==> src/shared/pdt_pkg.sv <==
// Register map, field positions, timing-free constants and state types of the PCI DMA and target bridge.
package pdt_pkg;
  // Register byte offsets on the APB side.
  localparam logic [7:0] OFF_CTRL = 8'h00;
  localparam logic [7:0] OFF_ICFG = 8'h04;
  localparam logic [7:0] OFF_EVP = 8'h08;
  localparam logic [7:0] OFF_EVE = 8'h0C;
  localparam logic [7:0] OFF_EVF = 8'h10;
  localparam logic [7:0] OFF_RSTART = 8'h14;
  localparam logic [7:0] OFF_CMDCNT = 8'h18;
  localparam logic [7:0] OFF_LSTART = 8'h1C;
  localparam logic [7:0] OFF_BASEA = 8'h20;
  localparam logic [7:0] OFF_BASEB = 8'h24;
  localparam logic [7:0] OFF_IOBASE = 8'h28;
  localparam logic [7:0] OFF_TRANSA = 8'h2C;
  localparam logic [7:0] OFF_TRANSB = 8'h30;
  localparam logic [7:0] OFF_BUSCFG = 8'h34;
  localparam logic [7:0] OFF_STATUS = 8'h38;
  // Control register fields.
  localparam int B_INI_EN = 0;
  localparam int B_INI_MODE = 1;
  localparam int B_KEEP_PE = 2;
  localparam int TSF_LO = 8;
  localparam int B_TXFL = 12;
  localparam int B_RXFL = 13;
  localparam int B_ABORT = 14;
  // Bus configuration fields.
  localparam int B_MEM_EN = 0;
  localparam int B_IO_EN = 1;
  // Event bit positions.
  localparam int NEV = 7;
  localparam int EV_DMAF = 0;
  localparam int EV_SERR = 1;
  localparam int EV_IPER = 2;
  localparam int EV_IFE = 3;
  localparam int EV_IIER = 4;
  localparam int EV_TIER = 5;
  localparam int EV_TBER = 6;
  // Reset values and fixed addresses.
  localparam logic [2:0] CTRL_RST = 3'h0;
  localparam logic [31:0] INI_RESET_VAL = 32'hFFFFFFFF;
  localparam logic [3:0] TGT_RESET_VAL = 4'hF;
  localparam logic [31:0] MM_BASE = 32'hA0000000;
  localparam logic [31:0] IO_LOCAL = 32'h80000000;
  localparam logic [3:0] CBE_ALL = 4'h0;
  localparam logic [8:0] SEG_WORDS = 9'h100;
  localparam int TX_DEPTH = 8;
  typedef enum logic [2:0] {D_IDLE, D_LINK, D_WAIT, D_MEM, D_LOCK} pdt_dma_t;
  typedef enum logic [1:0] {G_NONE, G_DMA, G_TWR, G_PF} pdt_grant_t;

  // True when a local address falls in the memory-mapped bus window.
  function automatic logic pdt_in_mm(input logic [31:0] a);
    pdt_in_mm = (a >= MM_BASE);
  endfunction : pdt_in_mm

  // True for the byte-enable patterns that a target write may carry.
  function automatic logic pdt_be_ok(input logic [3:0] b);
    case (b)
      4'h7, 4'hB, 4'hD, 4'hE, 4'h3, 4'hC, 4'h0, 4'hF: pdt_be_ok = 1'b1;
      default: pdt_be_ok = 1'b0;
    endcase
  endfunction : pdt_be_ok
endpackage : pdt_pkg

==> src/hw/pdt_bridge.sv <==
// PCI DMA initiator, target controller and event reporting behind an APB register port.
`timescale 1ns/1ps
module pdt_bridge #(
  parameter int TXD = pdt_pkg::TX_DEPTH
) (
  // Clock and reset.
  input wire logic pclk,
  input wire logic presetn,
  // APB slave port.
  input wire logic [7:0] paddr,
  input wire logic psel,
  input wire logic penable,
  input wire logic pwrite,
  input wire logic [31:0] pwdata,
  output logic [31:0] prdata,
  output logic pready,
  output logic pslverr,
  // Bootstrap pin, low selects host-bridge mode.
  input wire logic host_mode_strap_n,
  // Link clock and DMA initiator handshake.
  input wire logic pci_clk,
  output logic ini_req,
  output logic [31:0] ini_addr,
  output logic [3:0] ini_cmd,
  output logic [3:0] ini_cbe_n,
  output logic [31:0] ini_wdata,
  input wire logic ini_ack,
  input wire logic [31:0] ini_rdata,
  input wire logic serr_n,
  input wire logic ini_perr,
  input wire logic ini_fatal,
  // Remote initiator requests to the target.
  input wire logic tgt_req,
  input wire logic tgt_write,
  input wire logic tgt_cfg,
  input wire logic [31:0] tgt_addr,
  input wire logic [3:0] tgt_cbe_n,
  input wire logic [31:0] tgt_wdata,
  input wire logic tgt_par_err,
  output logic tgt_ack,
  output logic tgt_retry,
  output logic [31:0] tgt_rdata,
  // Local memory port.
  output logic mem_req,
  output logic mem_we,
  output logic [31:0] mem_addr,
  output logic [3:0] mem_be,
  output logic [31:0] mem_wdata,
  input wire logic [31:0] mem_rdata,
  input wire logic mem_ack,
  // Processor window access and interrupt.
  input wire logic cpu_mm_req,
  output logic cpu_stall,
  output logic pci_irq
);
  localparam int CW = $clog2(TXD) + 1;
  localparam int SW = 110;
  // The active-low system error pin resets to its idle level, so no false error follows reset.
  localparam logic [SW-1:0] SYNC_RST = SW'(1) << 106;
  // Local names for the state and grant codes of the package.
  localparam pdt_pkg::pdt_dma_t D_IDLE = pdt_pkg::D_IDLE, D_LINK = pdt_pkg::D_LINK, D_WAIT = pdt_pkg::D_WAIT,
    D_MEM = pdt_pkg::D_MEM, D_LOCK = pdt_pkg::D_LOCK;
  localparam pdt_pkg::pdt_grant_t G_NONE = pdt_pkg::G_NONE, G_DMA = pdt_pkg::G_DMA, G_TWR = pdt_pkg::G_TWR,
    G_PF = pdt_pkg::G_PF;

  // Two-stage synchroniser for every pin from the link domain.
  logic [SW-1:0] s1_q, s2_q;
  logic clk_prev_q, treq_prev_q;
  wire lk_rise = s2_q[109] & ~clk_prev_q;
  wire [SW-1:0] sync_in = {pci_clk, host_mode_strap_n, ini_ack, serr_n, ini_perr, ini_fatal, tgt_req,
                           tgt_write, tgt_cfg, tgt_par_err, tgt_cbe_n, ini_rdata, tgt_addr, tgt_wdata};
  always_ff @(posedge pclk or negedge presetn) begin
    if (!presetn) begin
      s1_q <= SYNC_RST;
      s2_q <= SYNC_RST;
      clk_prev_q <= 1'b0;
      treq_prev_q <= 1'b0;
    end else begin
      s1_q <= sync_in;
      s2_q <= s1_q;
      clk_prev_q <= s2_q[109];
      if (lk_rise) treq_prev_q <= s2_q[103];
    end
  end

  // Named views of the synchronised pins.
  wire host = ~s2_q[108];
  wire ack_s = s2_q[107];
  wire serr_s = ~s2_q[106];
  wire treq_s = s2_q[103];
  wire twr_s = s2_q[102];
  wire tcfg_s = s2_q[101];
  wire tpe_s = s2_q[100];
  wire [3:0] tcbe_s = s2_q[99:96];
  wire [31:0] irdata_s = s2_q[95:64];
  wire [31:0] taddr_s = s2_q[63:32];
  wire [31:0] twdata_s = s2_q[31:0];
  wire t_new = lk_rise & treq_s & ~treq_prev_q;

  // Register state.
  logic [2:0] ctrl_q;
  logic [31:0] icfg_q, rstart_q, lstart_q, base_a_q, base_b_q, io_base_q, trans_a_q, trans_b_q, data_q;
  logic [1:0] buscfg_q;
  logic [pdt_pkg::NEV-1:0] evp_q, eve_q, ev_set;
  logic [3:0] cmd_q;
  logic [7:0] cnt_q;
  logic crossed_q, loc_given_q, ini_req_q;
  pdt_pkg::pdt_dma_t d_st;
  pdt_pkg::pdt_grant_t g_q;
  logic t_wr_q, lock_q, ack_q, retry_q;
  logic [31:0] lock_addr_q, pf_addr_q, t_waddr_q, t_wdata_q, rdata_q;
  logic [3:0] t_be_n_q;
  logic [CW-1:0] pf_cnt_q;
  logic [31:0] txf_q [TXD];

  // APB decode; every access completes in its first access cycle.
  wire apb_wr = psel & penable & pwrite;
  wire hit = (paddr <= pdt_pkg::OFF_STATUS) & (paddr[1:0] == 2'h0);
  wire w_cnt = apb_wr & (paddr == pdt_pkg::OFF_CMDCNT);
  wire w_loc = apb_wr & (paddr == pdt_pkg::OFF_LSTART);
  wire w_ctrl = apb_wr & (paddr == pdt_pkg::OFF_CTRL);
  wire w_irst = apb_wr & (paddr == pdt_pkg::OFF_ICFG) & (pwdata == pdt_pkg::INI_RESET_VAL);
  wire t_rst = w_ctrl & (pwdata[pdt_pkg::TSF_LO+:4] == pdt_pkg::TGT_RESET_VAL);
  wire [pdt_pkg::NEV-1:0] ev_clr = (apb_wr & (paddr == pdt_pkg::OFF_EVP)) ? pwdata[pdt_pkg::NEV-1:0] : '0;
  wire [pdt_pkg::NEV-1:0] ev_frc = (apb_wr & (paddr == pdt_pkg::OFF_EVF)) ? pwdata[pdt_pkg::NEV-1:0] : '0;
  assign pready = 1'b1;
  assign pslverr = psel & penable & ~hit;

  // DMA decode: direction, segment room and the steps that end a word.
  wire is_rd = ~cmd_q[0];
  wire ini_on = ctrl_q[pdt_pkg::B_INI_EN] & ctrl_q[pdt_pkg::B_INI_MODE];
  wire busy = (d_st == D_LINK) | (d_st == D_WAIT) | (d_st == D_MEM);
  wire [8:0] seg_left = pdt_pkg::SEG_WORDS - {1'b0, pwdata[9:2]};
  wire loc_set = w_loc & busy & ~loc_given_q & ~w_irst;
  wire loc_cancel = loc_set & pdt_pkg::pdt_in_mm(pwdata);
  wire lock_enter = w_loc & (d_st == D_IDLE) & ~w_irst;
  wire link_done = (d_st == D_LINK) & ini_req_q & ack_s;
  wire mem_done_dma = (g_q == G_DMA) & mem_ack;
  wire wdone = ((link_done & ~is_rd) | (mem_done_dma & (d_st == D_MEM) & is_rd)) & ~w_irst;
  wire last = wdone & (cnt_q == 8'h01);

  // DMA engine state machine.
  always_ff @(posedge pclk or negedge presetn) begin
    if (!presetn) begin
      d_st <= D_IDLE;
      cmd_q <= 4'h0;
      cnt_q <= 8'h00;
      rstart_q <= 32'h0;
      lstart_q <= 32'h0;
      data_q <= 32'h0;
      crossed_q <= 1'b0;
      loc_given_q <= 1'b0;
      ini_req_q <= 1'b0;
    end else if (w_irst) begin
      d_st <= D_IDLE;
      ini_req_q <= 1'b0;
      loc_given_q <= 1'b0;
    end else begin
      if (apb_wr && paddr == pdt_pkg::OFF_RSTART && d_st == D_IDLE) rstart_q <= pwdata;
      case (d_st)
        D_IDLE: begin
          if (w_cnt && ini_on && pwdata[7:0] != 8'h00) begin
            cmd_q <= pwdata[11:8];
            cnt_q <= pwdata[7:0];
            loc_given_q <= 1'b0;
            d_st <= pwdata[8] ? D_WAIT : D_LINK;
          end else if (w_loc) begin
            d_st <= D_LOCK;
          end
        end
        D_LINK: begin
          if (!ini_req_q && !ack_s) begin
            ini_req_q <= 1'b1;
          end else if (link_done) begin
            ini_req_q <= 1'b0;
            if (is_rd) begin
              data_q <= irdata_s;
              d_st <= loc_given_q ? D_MEM : D_WAIT;
            end
          end
        end
        D_WAIT: if (loc_given_q) d_st <= D_MEM;
        D_MEM: begin
          if (mem_done_dma && !is_rd) begin
            data_q <= mem_rdata;
            d_st <= D_LINK;
          end
        end
        D_LOCK: d_st <= D_LOCK;
        default: d_st <= D_IDLE;
      endcase
      if (loc_set) begin
        loc_given_q <= 1'b1;
        lstart_q <= pwdata;
        crossed_q <= {1'b0, cnt_q} > seg_left;
        if ({1'b0, cnt_q} > seg_left) cnt_q <= seg_left[7:0];
      end
      if (wdone) begin
        cnt_q <= cnt_q - 8'h01;
        rstart_q <= rstart_q + 32'h4;
        lstart_q <= lstart_q + 32'h4;
        d_st <= last ? D_IDLE : (is_rd ? D_LINK : D_MEM);
      end
      if (loc_cancel) begin
        d_st <= D_IDLE;
        ini_req_q <= 1'b0; // A cancelled transfer must not leave a word request hanging on the link.
      end
    end
  end

  // Initiator outputs; the byte enables never select a partial word.
  assign ini_req = ini_req_q;
  assign ini_addr = rstart_q;
  assign ini_cmd = cmd_q;
  assign ini_cbe_n = pdt_pkg::CBE_ALL;
  assign ini_wdata = data_q;
  assign cpu_stall = cpu_mm_req & busy;

  // Target window decode and translation.
  wire hit_a = buscfg_q[pdt_pkg::B_MEM_EN] & (taddr_s[31:24] == base_a_q[31:24]);
  wire hit_b = buscfg_q[pdt_pkg::B_MEM_EN] & (taddr_s[31:24] == base_b_q[31:24]);
  wire hit_io = buscfg_q[pdt_pkg::B_IO_EN] & (taddr_s[31:10] == io_base_q[31:10]);
  wire t_hit = ~tcfg_s & (hit_a | hit_b | hit_io);
  wire [31:0] tloc = hit_a ? {trans_a_q[31:24], taddr_s[23:0]} :
                     hit_b ? {trans_b_q[31:24], taddr_s[23:0]} : (pdt_pkg::IO_LOCAL | {22'h0, taddr_s[9:0]});
  wire t_cancel = (hit_a | hit_b) & pdt_pkg::pdt_in_mm(tloc);
  wire t_bad_be = t_new & t_hit & twr_s & ~pdt_pkg::pdt_be_ok(tcbe_s);
  wire t_drop = tpe_s & ~ctrl_q[pdt_pkg::B_KEEP_PE];
  wire t_store = t_new & t_hit & twr_s & ~t_bad_be & ~t_cancel & ~t_drop & (tcbe_s != 4'hF);
  wire t_rd = t_new & t_hit & ~twr_s & ~t_cancel;
  wire cfg_wr = t_new & tcfg_s & twr_s & ~host;
  wire pf_go = lock_q & (pf_cnt_q < CW'(TXD));
  wire pf_done = (g_q == G_PF) & mem_ack;

  // Target controller: posted writes, delayed reads and the prefetch buffer.
  always_ff @(posedge pclk or negedge presetn) begin
    if (!presetn) begin
      t_wr_q <= 1'b0;
      lock_q <= 1'b0;
      ack_q <= 1'b0;
      retry_q <= 1'b0;
      pf_cnt_q <= '0;
      lock_addr_q <= 32'h0;
      pf_addr_q <= 32'h0;
      t_waddr_q <= 32'h0;
      t_wdata_q <= 32'h0;
      t_be_n_q <= 4'hF;
      rdata_q <= 32'h0;
    end else begin
      if (!treq_s) begin
        ack_q <= 1'b0;
        retry_q <= 1'b0;
      end
      if (pf_done && lock_q) begin
        txf_q[pf_cnt_q[CW-2:0]] <= mem_rdata;
        pf_cnt_q <= pf_cnt_q + CW'(1);
        pf_addr_q <= pf_addr_q + 32'h4;
      end
      if ((g_q == G_TWR) && mem_ack) begin
        t_wr_q <= 1'b0;
        ack_q <= 1'b1;
      end
      if (t_store) begin
        t_wr_q <= 1'b1;
        t_waddr_q <= tloc;
        t_wdata_q <= twdata_s;
        t_be_n_q <= tcbe_s;
      end else if (t_new && (tcfg_s || t_hit) && !t_rd) begin
        ack_q <= 1'b1; // Dropped, cancelled, dummy and config cycles complete at once.
        rdata_q <= 32'h0;
      end else if (t_rd) begin
        if (!lock_q) begin
          lock_q <= 1'b1;
          lock_addr_q <= taddr_s;
          pf_addr_q <= tloc;
          pf_cnt_q <= '0;
          retry_q <= 1'b1;
        end else if (taddr_s != lock_addr_q || pf_cnt_q == '0) begin
          retry_q <= 1'b1;
        end else begin
          rdata_q <= txf_q[0];
          ack_q <= 1'b1;
          lock_q <= 1'b0;
          pf_cnt_q <= '0;
        end
      end
      if (w_ctrl && pwdata[pdt_pkg::B_TXFL]) pf_cnt_q <= '0;
      if (w_ctrl && pwdata[pdt_pkg::B_RXFL]) t_wr_q <= 1'b0;
      if (w_ctrl && pwdata[pdt_pkg::B_ABORT]) begin
        lock_q <= 1'b0;
        pf_cnt_q <= '0;
      end
      if (t_rst) begin
        t_wr_q <= 1'b0;
        lock_q <= 1'b0;
        pf_cnt_q <= '0;
        ack_q <= 1'b0;
        retry_q <= 1'b0;
      end
    end
  end

  assign tgt_ack = ack_q;
  assign tgt_retry = retry_q;
  assign tgt_rdata = rdata_q;

  // Local memory arbiter; the DMA engine goes first, then target writes, then prefetch.
  always_ff @(posedge pclk or negedge presetn) begin
    if (!presetn) g_q <= G_NONE;
    else if (mem_ack) g_q <= G_NONE;
    else if (g_q == G_NONE) g_q <= (d_st == D_MEM) ? G_DMA : t_wr_q ? G_TWR : pf_go ? G_PF : G_NONE;
  end

  assign mem_req = (g_q != G_NONE);
  assign mem_we = (g_q == G_DMA) ? is_rd : (g_q == G_TWR);
  assign mem_addr = (g_q == G_DMA) ? lstart_q : (g_q == G_TWR) ? t_waddr_q : pf_addr_q;
  assign mem_be = (g_q == G_TWR) ? ~t_be_n_q : 4'hF;
  assign mem_wdata = (g_q == G_DMA) ? data_q : t_wdata_q;

  // Event sources gathered for the pending register.
  always_comb begin
    ev_set = '0;
    ev_set[pdt_pkg::EV_DMAF] = last;
    ev_set[pdt_pkg::EV_SERR] = lk_rise & serr_s;
    ev_set[pdt_pkg::EV_IPER] = lk_rise & s2_q[105];
    ev_set[pdt_pkg::EV_IFE] = lk_rise & s2_q[104];
    ev_set[pdt_pkg::EV_IIER] = (last & crossed_q) | loc_cancel | lock_enter;
    ev_set[pdt_pkg::EV_TIER] = t_new & t_hit & t_cancel;
    ev_set[pdt_pkg::EV_TBER] = t_bad_be;
  end

  // Software registers; set and force win over a clear in the same cycle.
  always_ff @(posedge pclk or negedge presetn) begin
    if (!presetn) begin
      ctrl_q <= pdt_pkg::CTRL_RST;
      icfg_q <= 32'h0;
      evp_q <= '0;
      eve_q <= '0;
      base_a_q <= 32'h0;
      base_b_q <= 32'h0;
      io_base_q <= 32'h0;
      trans_a_q <= 32'h0;
      trans_b_q <= 32'h0;
      buscfg_q <= 2'h0;
    end else begin
      evp_q <= (evp_q & ~ev_clr) | ev_set | ev_frc;
      if (apb_wr) begin
        case (paddr)
          pdt_pkg::OFF_CTRL: ctrl_q <= pwdata[2:0];
          pdt_pkg::OFF_ICFG: icfg_q <= w_irst ? 32'h0 : pwdata;
          pdt_pkg::OFF_EVE: eve_q <= pwdata[pdt_pkg::NEV-1:0];
          pdt_pkg::OFF_TRANSA: trans_a_q <= pwdata;
          pdt_pkg::OFF_TRANSB: trans_b_q <= pwdata;
          pdt_pkg::OFF_BASEA: if (host) base_a_q <= pwdata;
          pdt_pkg::OFF_BASEB: if (host) base_b_q <= pwdata;
          pdt_pkg::OFF_IOBASE: if (host) io_base_q <= pwdata;
          pdt_pkg::OFF_BUSCFG: if (host) buscfg_q <= pwdata[1:0];
          default: ;
        endcase
      end else if (cfg_wr) begin
        case (taddr_s[3:2])
          2'h0: base_a_q <= twdata_s;
          2'h1: base_b_q <= twdata_s;
          2'h2: io_base_q <= twdata_s;
          default: buscfg_q <= twdata_s[1:0];
        endcase
      end
    end
  end

  assign pci_irq = |(evp_q & eve_q);

  // Read data selection.
  always_comb begin
    case (paddr)
      pdt_pkg::OFF_CTRL: prdata = {29'h0, ctrl_q};
      pdt_pkg::OFF_ICFG: prdata = icfg_q;
      pdt_pkg::OFF_EVP: prdata = {25'h0, evp_q};
      pdt_pkg::OFF_EVE: prdata = {25'h0, eve_q};
      pdt_pkg::OFF_RSTART: prdata = rstart_q;
      pdt_pkg::OFF_CMDCNT: prdata = {20'h0, cmd_q, cnt_q};
      pdt_pkg::OFF_LSTART: prdata = lstart_q;
      pdt_pkg::OFF_BASEA: prdata = base_a_q;
      pdt_pkg::OFF_BASEB: prdata = base_b_q;
      pdt_pkg::OFF_IOBASE: prdata = io_base_q;
      pdt_pkg::OFF_TRANSA: prdata = trans_a_q;
      pdt_pkg::OFF_TRANSB: prdata = trans_b_q;
      pdt_pkg::OFF_BUSCFG: prdata = {30'h0, buscfg_q};
      pdt_pkg::OFF_STATUS: prdata = {19'h0, host, d_st, lock_q, t_wr_q, pf_cnt_q, 3'h0};
      default: prdata = 32'h0;
    endcase
  end
endmodule : pdt_bridge

==> config.mk <==
export PLATFORM = sky130hd
export DESIGN_NAME = pdt_bridge
export DESIGN_NICKNAME = d
export VERILOG_FILES = /design/src/shared/pdt_pkg.sv /design/src/hw/pdt_bridge.sv
export SDC_FILE = /design/constraint.sdc
export NUM_CORES = 1
export LEC_CHECK = 0
export BUFFER_PORTS_ARGS = -buffer_cell sky130_fd_sc_hd__buf_4
export CAP_MARGIN = 0
export CORE_ASPECT_RATIO = 1.1
export CORE_MARGIN = 4
export CORE_UTILIZATION = 40
export DETAILED_ROUTE_END_ITERATION = 8
export GPL_ROUTABILITY_DRIVEN = 1
export PLACE_DENSITY = 0.68
export SLEW_MARGIN = 20
export SYNTH_ARGS = -nofsm -noshare
export SYNTH_HDL_FRONTEND = slang
export SYNTH_SLANG_ARGS = --single-unit
export TNS_END_PERCENT = 100
==> constraint.sdc <==
create_clock -name pclk -period 2.86 [get_ports pclk]
set_clock_uncertainty 0.15 [all_clocks]
set_input_delay 0.572 -clock pclk [delete_from_list [all_inputs] [get_ports pclk]]
set_output_delay 0.572 -clock pclk [all_outputs]
set_load 0.02 [all_outputs]
==> flow_summary_export.csv <==
group,metric,value,unit
status,status,"complete, but fails checks",
status,violations,"negative setup slack",
clock_network,cts_num_sinks,753,
setup_path,path_max_fanout,5,
synth,syn_area,33200,sq um
timing,finalSetupViolCount,210,
layout,layout_common_cells,"dfrtp_1 (713), buf_4 (639), nand2_1 (376)",
timing,setup_ws,-0.293,ns
setup_path,path_cells,"buf_8, or4_4, nor2_4, bufbuf_16, buf_4, a22oi_1, nand4_1, buf_4",
clock_network,numCtsBuffers,81,
global_route,grtUsageTotal,29.2,%
setup_path,cp-end-kind,"primary output",
timing,worst_slew_pin_slew,0.811,ns
timing,fmax,317,MHz
clock_network,cts_root_buffer,"clkbuf_16",
die,die_w,283,microns
synth,synth-xor-area-share,3.03,%
setup_path,slowest_stage,"or4_4",
hold_path,hold_class,"in2reg",
placement,place.gp.congestion,0.966,
drt,dr.pass1.iters,6,
job,maxCapViolCount,0,
layout,final_common_cell,"dfrtp_1",
drt,postRouteAntennaNets,0,
synth,synth_top_family_by_area,"compound AO/OA/AOI/OAI gates",
synth,yosysUniqueCellTypes,78,
timing,slew_headroom,45.9,%
global_route,grt_pass1_vias,29000,
setup_path,worst_setup_path_start_kind,"input port",
clock_network,htree_levels,3,
global_route,grt_pass1_wl,190000,microns
drt,drc_errors,0,
synth,synth_ff_type,"dfrtp_1",
global_route,grt-ovfl-total,0,
power,p_leak,22.0,nW
setup_path,cp.arrival,2.43,ns
global_route,grt_start_max_net_pins,124,
die,coreArea,82000,sq um
die,start_util,40.5,%
layout,syn_to_final_growth,44.2,%
synth,synth-edff-count,32,
die,row_count,110,
synth,synthCells,3068,
drt,drtIter0Drc,3735,
die,dieArea,87700,sq um
synth,async_reset_ff_share,95.8,%
clock_network,cts.path.max_buffers,3,
layout,drive_gt1_share,34.5,%
layout,final_nets,4146,
synth,yosys.area_share.adder,0.678,%
die,fp.dieH,310,microns
timing,final_max_slew_viol_count,0,
timing,finalHoldViolCount,0,
timing,min_period_over_period,110,%
timing,period_needed,3.15,ns
synth,ys_warn_count,0,
placement,dp_hpwl,89500,microns
setup_path,cp_common_cell,"buf_4",
drt,drt-total-wl,139000,microns
setup_path,cp_num_buf_inv,4,
clock_network,insertion_delay,0.64,ns
timing,tns,-31.64,ns
setup_path,critical-path-top-delay-family,"simple AND/OR/NAND/NOR gates",
synth,avgSynthCellArea,10.8,sq um
synth,yosys_register_bits,753,
power,worst_ir_drop_vdd,476,uV
synth,synth-seq-area-share,57.2,%
global_route,antenna_found_initial,9,
setup_path,slowest_delay,0.57,ns
clock_network,clk_pin_slew,0.06,ns
power,p_per_area,595,nW/um^2
placement,numPortBuffers,396,
synth,synth.mux.area_fraction,8.78,%
drt,vias,29700,
clock_network,cts_tree,"built",
timing,rsz0062_at_grt,"yes",
placement,place_ws,-0.500,ns
drt,routedWlPerCell,27.3,microns
setup_path,timing_worst_setup_path_type,"in2out",
die,boundaryPins,402,
synth,synth_compound_area_share,13.7,%
synth,synthSimpleGateAreaFrac,13.2,%
setup_path,cp_data_required_time,2.14,ns
drt,routed_via_density,5.86,
stage by stage:
step	instance area (sq um)	util (%)	cells	hold WS, ns	total power, W
2_1_floorplan	33500	-	3071	0.126	0.0146
3_3_place_gp	40100	48.9	4673	0.182	0.0169
3_5_place_dp	40100	48.9	4673	0.185	0.0170
4_1_cts	45900	56.0	5015	0.0385	0.0281
5_1_grt	47900	58.4	5064	0.0736	0.0295
6_report	47900	58.4	5068	0.0866	0.0285
tightest hold or removal path, stage by stage:
cell	delay (ns)
buf_4	0.09
buf_4	0.12
nor2_1	0.05
final cells by class:
class	instances	area, sq um
diodes	5	12.5
clock buffers	116	2330
clock inverters	27	283
fillers	6598	34100
inverters	57	214
multi-input cells	2044	14800
flip-flops and latches	753	19000
well taps	1064	1330
repair buffers	1002	9960
metal layers:
layer  global-route usage, %  share of wire (%)  wire length, microns
met1                    36.5                 37                 51000
met2                    47.2                 47                 64600
met3                    6.56                9.5                 13200
met4                    16.3                7.0                  9670
met5                       0              0.040                    56
cell families after synthesis:
kind of cell | Yosys count
adder cells (fa/ha/maj) | 18
other | 2
XOR/XNOR | 115
flip-flops | 753
multiplexers | 273
AO/OA/AOI/OAI | 669
buffers and inverters | 274
AND/OR/NAND/NOR | 964
path summary, 6_finish.rpt:
kind                           from       endpoint  slack (ns)  depth (start not counted)
setup / recovery           paddr[2]     prdata[15]       -0.29                          8
max in group asynchronous   presetn    t_be_n_q[3]        1.08                          4
hold / removal              mem_ack         g_q[0]        0.09                          3
hold reg to reg            s1_q[59]       s2_q[59]        0.19                          0
setup reg to reg           s2_q[48]  tgt_rdata[25]       -0.29                          8
min in group asynchronous   presetn  ini_wdata[30]        0.28                          2
repair_timing:
action,4_1_cts,5_1_grt
setup buffers,36,28
resized for setup,192,287
pin swaps,47,102
cloned,21,29
setup endpoints to repair,203,289
hold buffers,143,0
endpoints found under the hold margin,166,0
flip-flops by register name, summed over array words and instances (netlist names), 8 cells and up:
name         count
s1_q           110
io_base_q       32
cnt_q            8
trans_b_q       32
t_wdata_q       32
t_waddr_q       32
lstart_q        32
tgt_rdata       32
txf_q           32
ini_wdata       32
pf_addr_q       32
icfg_q          32
s2_q           110
trans_a_q       32
base_a_q        32
base_b_q        32
ini_addr        32
lock_addr_q     32
synthesized netlist by cell type, types with 18 or more instances:
library cell / instances / share of area [%]
nor2b_1: 39 / 0.73
o31ai_1: 38 / 0.86
a221oi_1: 30 / 0.79
clkbuf_1: 178 / 2.0
mux2i_1: 127 / 3.8
nand3_1: 64 / 0.96
nor2_1: 252 / 2.8
buf_2: 21 / 0.32
dfrtp_1: 715 / 54
a21oi_1: 223 / 3.4
o31ai_2: 27 / 1.0
edfxtp_1: 32 / 2.9
and3_1: 18 / 0.34
a22oi_1: 104 / 2.4
a22o_1: 27 / 0.71
inv_1: 56 / 0.63
ha_1: 18 / 0.68
xnor2_1: 55 / 1.5
nand2_1: 390 / 4.4
nor3_1: 38 / 0.57
mux2_2: 146 / 5.0
nand4_1: 72 / 1.4
xor2_1: 60 / 1.6
o21ai_0: 95 / 1.4
a211oi_1: 41 / 0.93
report_power, final:
group	internal (W)	switching, W	total (W)	leakage, nW
clock	0.00597	0.00449	0.0105	1.26
sequential	0.0117	0.000884	0.0126	9.44
combinational	0.00255	0.00293	0.00549	11.3
total	0.0202	0.00830	0.0285	22.0
(Power assumes the default switching activity.)
